**config.mk**
```make
export PLATFORM = sky130hd
export DESIGN_NAME = passive_parallel_load_device_flat
export DESIGN_NICKNAME = d
export VERILOG_FILES = /design/src/logic/ppl_pkg.sv /design/src/logic/ppl_if.sv /design/src/logic/passive_parallel_load_device.sv /design/src/flat_wrapper.sv
export SDC_FILE = /design/constraint.sdc
export NUM_CORES = 1
export LEC_CHECK = 0
export ABC_CLOCK_PERIOD_IN_PS = 2050
export BUFFER_PORTS_ARGS = -buffer_cell sky130_fd_sc_hd__buf_2
export CORE_MARGIN = 2
export CORE_UTILIZATION = 45
export CTS_CLUSTER_DIAMETER = 150
export CTS_CLUSTER_SIZE = 8
export DETAILED_ROUTE_END_ITERATION = 8
export HOLD_SLACK_MARGIN = 0.15
export PLACE_DENSITY_LB_ADDON = 0.12
export SETUP_SLACK_MARGIN = 0.1
export SYNTH_ARGS = -nofsm -noshare
export SYNTH_HDL_FRONTEND = slang
export SYNTH_SLANG_ARGS = --single-unit
export TNS_END_PERCENT = 30
```
**constraint.sdc**
```tcl
create_clock -name core_clk_i -period 2.05 [get_ports core_clk_i]
set_clock_uncertainty 0.05 [all_clocks]
set_input_delay 0.5125 -clock core_clk_i [delete_from_list [all_inputs] [get_ports core_clk_i]]
set_output_delay 0.5125 -clock core_clk_i [all_outputs]
set_load 0.005 [all_outputs]
```
**src/logic/ppl_pkg.sv**
```systemverilog
package ppl_pkg;

    // ****************************************
    // Bus widths and modes
    // ****************************************
    localparam int          DATA_W      = 32;
    localparam logic [1:0]  WIDTH_X8    = 2'h0;
    localparam logic [1:0]  WIDTH_X16   = 2'h1;
    localparam logic [1:0]  WIDTH_X32   = 2'h2;
    localparam logic [31:0] MASK_X8     = 32'h0000_00ff;
    localparam logic [31:0] MASK_X16    = 32'h0000_ffff;
    localparam logic [31:0] MASK_X32    = 32'hffff_ffff;

    // ****************************************
    // Clock-to-data ratios
    // ****************************************
    localparam logic [3:0]  RATIO_1     = 4'h1;
    localparam logic [3:0]  RATIO_2     = 4'h2;
    localparam logic [3:0]  RATIO_4     = 4'h4;
    localparam logic [3:0]  RATIO_8     = 4'h8;

    // ****************************************
    // Host clock divider
    // ****************************************
    localparam int          CORE_CLK_NS = 50;
    localparam int          CFG_CLK_NS  = 400;
    localparam int          HALF_CYC    = CFG_CLK_NS / (2 * CORE_CLK_NS);
    localparam logic [3:0]  HALF_CNT    = 4'(HALF_CYC);

    // Ratio for a width and feature combination
    function automatic logic [3:0] ratio_of(input logic [1:0] width,
                                            input logic       decomp,
                                            input logic       secure);
        logic [3:0] r;
        r = RATIO_1;
        case (width)
            WIDTH_X8:  r = decomp ? RATIO_2 : RATIO_1;
            WIDTH_X16: r = decomp ? RATIO_4 : (secure ? RATIO_2 : RATIO_1);
            WIDTH_X32: r = decomp ? RATIO_8 : (secure ? RATIO_4 : RATIO_1);
            default:   r = RATIO_1;
        endcase
        return r;
    endfunction

    // Data lanes that carry configuration data
    function automatic logic [31:0] lane_mask(input logic [1:0] width);
        logic [31:0] m;
        m = MASK_X32;
        case (width)
            WIDTH_X8:  m = MASK_X8;
            WIDTH_X16: m = MASK_X16;
            default:   m = MASK_X32;
        endcase
        return m;
    endfunction

endpackage

```
**src/logic/ppl_if.sv**
```systemverilog
interface ppl_if;
    logic        config_clock;
    logic [31:0] cfg_data;

    modport host_mp
    (
        output config_clock,
        output cfg_data
    );

    modport device_mp
    (
        input  config_clock,
        input  cfg_data
    );
endinterface

```
**src/logic/passive_parallel_load_device.sv**
```systemverilog
module passive_parallel_load_device
    import ppl_pkg::*;
(
    input  wire logic        core_clk_i,
    input  wire logic        rst_n_i,
    ppl_if.device_mp         link,
    input  wire logic [1:0]  width_sel_i,
    input  wire logic        decomp_en_i,
    input  wire logic        secure_en_i,
    input  wire logic        start_i,
    output logic [31:0]      word_o,
    output logic             word_valid_o,
    output logic             proc_busy_o
);

    // ****************************************
    // Synchronisers
    // ****************************************
    logic        clk_s1_reg;
    logic        clk_s2_reg;
    logic        clk_s3_reg;
    logic [31:0] dat_s1_reg;
    logic [31:0] dat_s2_reg;

    always_ff @(posedge core_clk_i or negedge rst_n_i)
    begin
        if (!rst_n_i)
        begin
            clk_s1_reg <= 1'b0;
            clk_s2_reg <= 1'b0;
            clk_s3_reg <= 1'b0;
            dat_s1_reg <= 32'h0;
            dat_s2_reg <= 32'h0;
        end
        else
        begin
            clk_s1_reg <= link.config_clock;
            clk_s2_reg <= clk_s1_reg;
            clk_s3_reg <= clk_s2_reg;
            dat_s1_reg <= link.cfg_data;
            dat_s2_reg <= dat_s1_reg;
        end
    end

    logic rise;
    assign rise = clk_s2_reg & ~clk_s3_reg;

    // ****************************************
    // Slot state
    // ****************************************
    logic [3:0]  ratio_reg;
    logic [3:0]  ratio_next;
    logic [1:0]  width_reg;
    logic [1:0]  width_next;
    logic [3:0]  phase_reg;
    logic [3:0]  phase_next;
    logic [31:0] word_reg;
    logic [31:0] word_next;
    logic        valid_reg;
    logic        valid_next;
    logic        busy_reg;
    logic        busy_next;
    logic        slot_first;
    logic        slot_last;

    // ****************************************
    // Slot decode
    // ****************************************
    // First rise of a slot latches, last rise closes it
    assign slot_first = rise & ~start_i & (phase_reg == 4'h0);
    assign slot_last  = rise & ~start_i
                      & (phase_reg == ratio_reg - 4'h1);

    // ****************************************
    // Mode latch
    // ****************************************
    always_comb
    begin
        ratio_next = ratio_reg;
        width_next = width_reg;
        if (start_i)
        begin
            ratio_next = ratio_of(width_sel_i, decomp_en_i,
                                  secure_en_i);
            width_next = width_sel_i;
        end
    end

    always_ff @(posedge core_clk_i or negedge rst_n_i)
    begin
        if (!rst_n_i)
        begin
            ratio_reg <= RATIO_1;
            width_reg <= WIDTH_X8;
        end
        else
        begin
            ratio_reg <= ratio_next;
            width_reg <= width_next;
        end
    end

    // ****************************************
    // Slot phase
    // ****************************************
    always_comb
    begin
        phase_next = phase_reg;
        if (start_i)
        begin
            phase_next = 4'h0;
        end
        else if (slot_last)
        begin
            phase_next = 4'h0;
        end
        else if (rise)
        begin
            phase_next = phase_reg + 4'h1;
        end
    end

    always_ff @(posedge core_clk_i or negedge rst_n_i)
    begin
        if (!rst_n_i)
        begin
            phase_reg <= 4'h0;
        end
        else
        begin
            phase_reg <= phase_next;
        end
    end

    // ****************************************
    // Word latch
    // ****************************************
    always_comb
    begin
        word_next  = word_reg;
        valid_next = 1'b0;
        if (slot_first)
        begin
            word_next  = dat_s2_reg & lane_mask(width_reg);
            valid_next = 1'b1;
        end
    end

    always_ff @(posedge core_clk_i or negedge rst_n_i)
    begin
        if (!rst_n_i)
        begin
            word_reg  <= 32'h0;
            valid_reg <= 1'b0;
        end
        else
        begin
            word_reg  <= word_next;
            valid_reg <= valid_next;
        end
    end

    // ****************************************
    // Processing flag
    // ****************************************
    // High while the extra clocks of a slot run
    always_comb
    begin
        busy_next = busy_reg;
        if (start_i || slot_last)
        begin
            busy_next = 1'b0;
        end
        else if (slot_first)
        begin
            busy_next = (ratio_reg != RATIO_1);
        end
    end

    always_ff @(posedge core_clk_i or negedge rst_n_i)
    begin
        if (!rst_n_i)
        begin
            busy_reg <= 1'b0;
        end
        else
        begin
            busy_reg <= busy_next;
        end
    end

    // ****************************************
    // Outputs
    // ****************************************
    assign word_o       = word_reg;
    assign word_valid_o = valid_reg;
    assign proc_busy_o  = busy_reg;

endmodule

```
**src/flat_wrapper.sv**
```systemverilog
// flat-port wrapper written by rule: the top's interface ports become plain ports
module passive_parallel_load_device_flat import ppl_pkg::*;
  (core_clk_i, rst_n_i, width_sel_i, decomp_en_i, secure_en_i, start_i, word_o, word_valid_o, proc_busy_o, link_config_clock, link_cfg_data);
  ppl_if link_i ();
  input  wire logic core_clk_i;
  input  wire logic rst_n_i;
  input  wire logic [1:0] width_sel_i;
  input  wire logic decomp_en_i;
  input  wire logic secure_en_i;
  input  wire logic start_i;
  output logic [31:0] word_o;
  output logic word_valid_o;
  output logic proc_busy_o;
  input wire logic [$bits(link_i.config_clock)-1:0] link_config_clock;
  input wire logic [$bits(link_i.cfg_data)-1:0] link_cfg_data;
  assign link_i.config_clock = link_config_clock;
  assign link_i.cfg_data = link_cfg_data;
  passive_parallel_load_device u_core (.core_clk_i(core_clk_i), .rst_n_i(rst_n_i), .link(link_i), .width_sel_i(width_sel_i), .decomp_en_i(decomp_en_i), .secure_en_i(secure_en_i), .start_i(start_i), .word_o(word_o), .word_valid_o(word_valid_o), .proc_busy_o(proc_busy_o));
endmodule
```
==> flow_metrics.env <==
export IMPL_rsz0062_at_grt="true"
export IMPL_power_total_uw=4360
export IMPL_synth_warnings=0
export IMPL_worstHoldPathType="in -> async"
export IMPL_slew_headroom=0.617
export IMPL_core_sq_um=7810
export IMPL_synth_async_sr_flop_share=1.00
export IMPL_io_buffers=73
export IMPL_drt_total_wl_microns=5830
export IMPL_grt_max_degree=112
export IMPL_yosys_most_used_dff="dfrtp_1"
export IMPL_yosys_cell_types_count=32
export IMPL_cts_tree="done"
export IMPL_r2r_start="u_core.ratio_reg[0]$_DFFE_PN1P_"
export IMPL_synth_top_cell_area_share=0.751
export IMPL_fp_dieH_microns=94.3
export IMPL_dieArea_sq_um=8890
export IMPL_worstSetupPathType="reg -> reg"
export IMPL_yosysTopAreaCell="dfrtp_1"
export IMPL_numCtsBuffers=9
export IMPL_r2r_setup_slack_ns=0.20
export IMPL_finalWorstPathRequiredPeriod_ns=1.85
export IMPL_syn_num_nets=303
export IMPL_place_area_sq_um=4160
export IMPL_status="complete, no violations"
export IMPL_maxSlewViolCount=0
export IMPL_setup_violations_final=0
export IMPL_cts_sinks=111
export IMPL_netlist_instances=259
export IMPL_reg2reg_depth=6
export IMPL_finalHoldViolations=0
export IMPL_cts_setup_buffers=0
export IMPL_crit_path_start_kind="flip-flop"
export IMPL_initialDrtViolationCount=54
export IMPL_layout_commonest_cell="dfrtp_1"
export IMPL_grt_first_pass_wirelength_microns=9300
export IMPL_wl_per_cell_microns=13.2
export IMPL_ir_worst_vdd_uv=494
export IMPL_avgSynthCellArea_sq_um=14.2
export IMPL_place_hpwl_microns=3760
export IMPL_syn_to_final_growth_pct=19.0
export IMPL_required_ns=2.24
export IMPL_netlist_area_sq_um=3670
export IMPL_yosys_top_cells_area="dfrtp_1, nand2_1, o21ai_1"
export IMPL_row_count=32
export IMPL_diodes=0
export IMPL_place_gp_congestion=0.752
export IMPL_vias=1995
export IMPL_p_leak_uw=0.00216
export IMPL_yosysSeqAreaShare=0.758
export IMPL_fin_nets=380
export IMPL_fin_tns_setup_ns=0
export IMPL_overflow=0
export IMPL_final_area_sq_um=4360
export IMPL_grt_use_total=0.140
export IMPL_p_per_area_nw_per_um2=1000
export IMPL_reg2reg_to="u_core.proc_busy_o$_DFFE_PN0P_"
export IMPL_htree_levels=3
export IMPL_cts_root_buf="clkbuf_8"
export IMPL_io_pins=74
export IMPL_clkLatencyLatePin_ns=0.36
export IMPL_drive_gt1_frac=0.326
export IMPL_antenna_found_initial=0
export IMPL_finalCritPeriodShare=0.903
export IMPL_drt_pass1_iterations=4
export IMPL_critPathMaxFanout=4
export IMPL_final_cell_mix="dfrtp_1, buf_2, nand2_1, o21ai_1, clkbuf_8"
export IMPL_fmax_ghz=0.540
export IMPL_synth_edff_count=0
export IMPL_ant_nets=0
export IMPL_cap_violations=0
export IMPL_clock_path_buffers=2
export IMPL_place_ws_ns=0.185
export IMPL_drc=0
export IMPL_drt_vias_per_instance=4.50
export IMPL_worst_slack_ns=0.199
export IMPL_tightest_slew_ns=0.575
export IMPL_final_util=0.559
export IMPL_die_w_microns=94.3
export IMPL_clkTransAtPathRegs_ns=0.10
export IMPL_synth_seq_cells=111
export IMPL_grt_pass1_vias=1923
export IMPL_crit_arrival_ns=2.04
export IMPL_crit_path_end_kind="flip-flop"
export IMPL_start_util=0.470
[synthesized netlist by cell type (3+ instances only)]
| cell type | n |
|---|---|
| xnor2_1 | 4 |
| nor3_1 | 4 |
| o21ai_1 | 24 |
| mux2_2 | 3 |
| mux2_4 | 8 |
| dfrtp_1 | 110 |
| buf_6 | 3 |
| buf_2 | 3 |
| xor2_1 | 4 |
| ha_1 | 4 |
| clkbuf_1 | 5 |
| inv_1 | 8 |
| nand2_1 | 57 |
[worst max-delay path, stage by stage (launching register included)]
cell       delay [ns]
dfstp_2          0.58
inv_1            0.07
ha_1             0.30
xor2_1           0.17
nand2_1          0.13
nor4_4           0.07
a2111oi_1        0.36
[worst max path at each step]
stage,from,end,slack [ns],cells after the start
6_report,u_core.ratio_reg[0]$_DFFE_PN1P_,u_core.proc_busy_o$_DFFE_PN0P_,0.20,6
3_3_place_gp,u_core.ratio_reg[0]$_DFFE_PN1P_,u_core.proc_busy_o$_DFFE_PN0P_,0.25,6
3_5_place_dp,u_core.ratio_reg[0]$_DFFE_PN1P_,u_core.proc_busy_o$_DFFE_PN0P_,0.19,6
2_1_floorplan,u_core.ratio_reg[0]$_DFFE_PN1P_,u_core.proc_busy_o$_DFFE_PN0P_,0.35,6
5_1_grt,u_core.ratio_reg[0]$_DFFE_PN1P_,u_core.proc_busy_o$_DFFE_PN0P_,0.07,6
4_1_cts,u_core.ratio_reg[0]$_DFFE_PN1P_,u_core.proc_busy_o$_DFFE_PN0P_,0.17,6
[per-stage QoR]
stage / instances / hold WS [ns]
3_5_place_dp: 427 / 0.285
4_1_cts: 443 / 0.184
3_3_place_gp: 427 / 0.282
5_1_grt: 443 / 0.168
2_1_floorplan: 259 / 0.167
6_report: 443 / 0.143
[timing repair]
action | in CTS | in global routing
resized for setup | 0 | 2
hold buffers | 0 | 0
setup endpoints to repair | 0 | 4
[kinds of logic (layout without fill, tap and decap cells)]
family          count (synthesis)  count (layout)  synth area share
fa+ha+maj                       4               4            0.0136
buf+inv                        20             102            0.0276
xor+xnor                        9               9            0.0235
simple gates                   70              70            0.0843
compound gates                 34              34            0.0512
flops                         111             111             0.758
mux                            11              11            0.0420
[where the power goes]
part / switching, uW / internal, uW / leakage, uW / total [uW]
sequential: 114 / 2420 / 0.00134 / 2530
combinational: 272 / 287 / 0.000710 / 559
clock: 738 / 534 / 0.000103 / 1270
[per-layer routing]
metal | GRT usage | vias to the layer above | routed length [microns]
li1 | - | 997 | -
met2 | 0.195 | 48 | 2590
met4 | 0.0616 | 0 | 90
met5 | 0 | - | 0
met3 | 0.0369 | 8 | 321
met1 | 0.206 | 942 | 2830
[layout make-up]
| type | instances | area, sq um |
|---|---|---|
| flip-flops and latches | 111 | 2780 |
| clock inverters | 5 | 46.3 |
| multi-input cells | 128 | 798 |
| inverters | 8 | 30.0 |
| repair buffers | 78 | 430 |
| fillers | 649 | 3440 |
| well taps | 102 | 128 |
| clock buffers | 11 | 151 |
No activity file was read; power rests on OpenSTA's default activity.
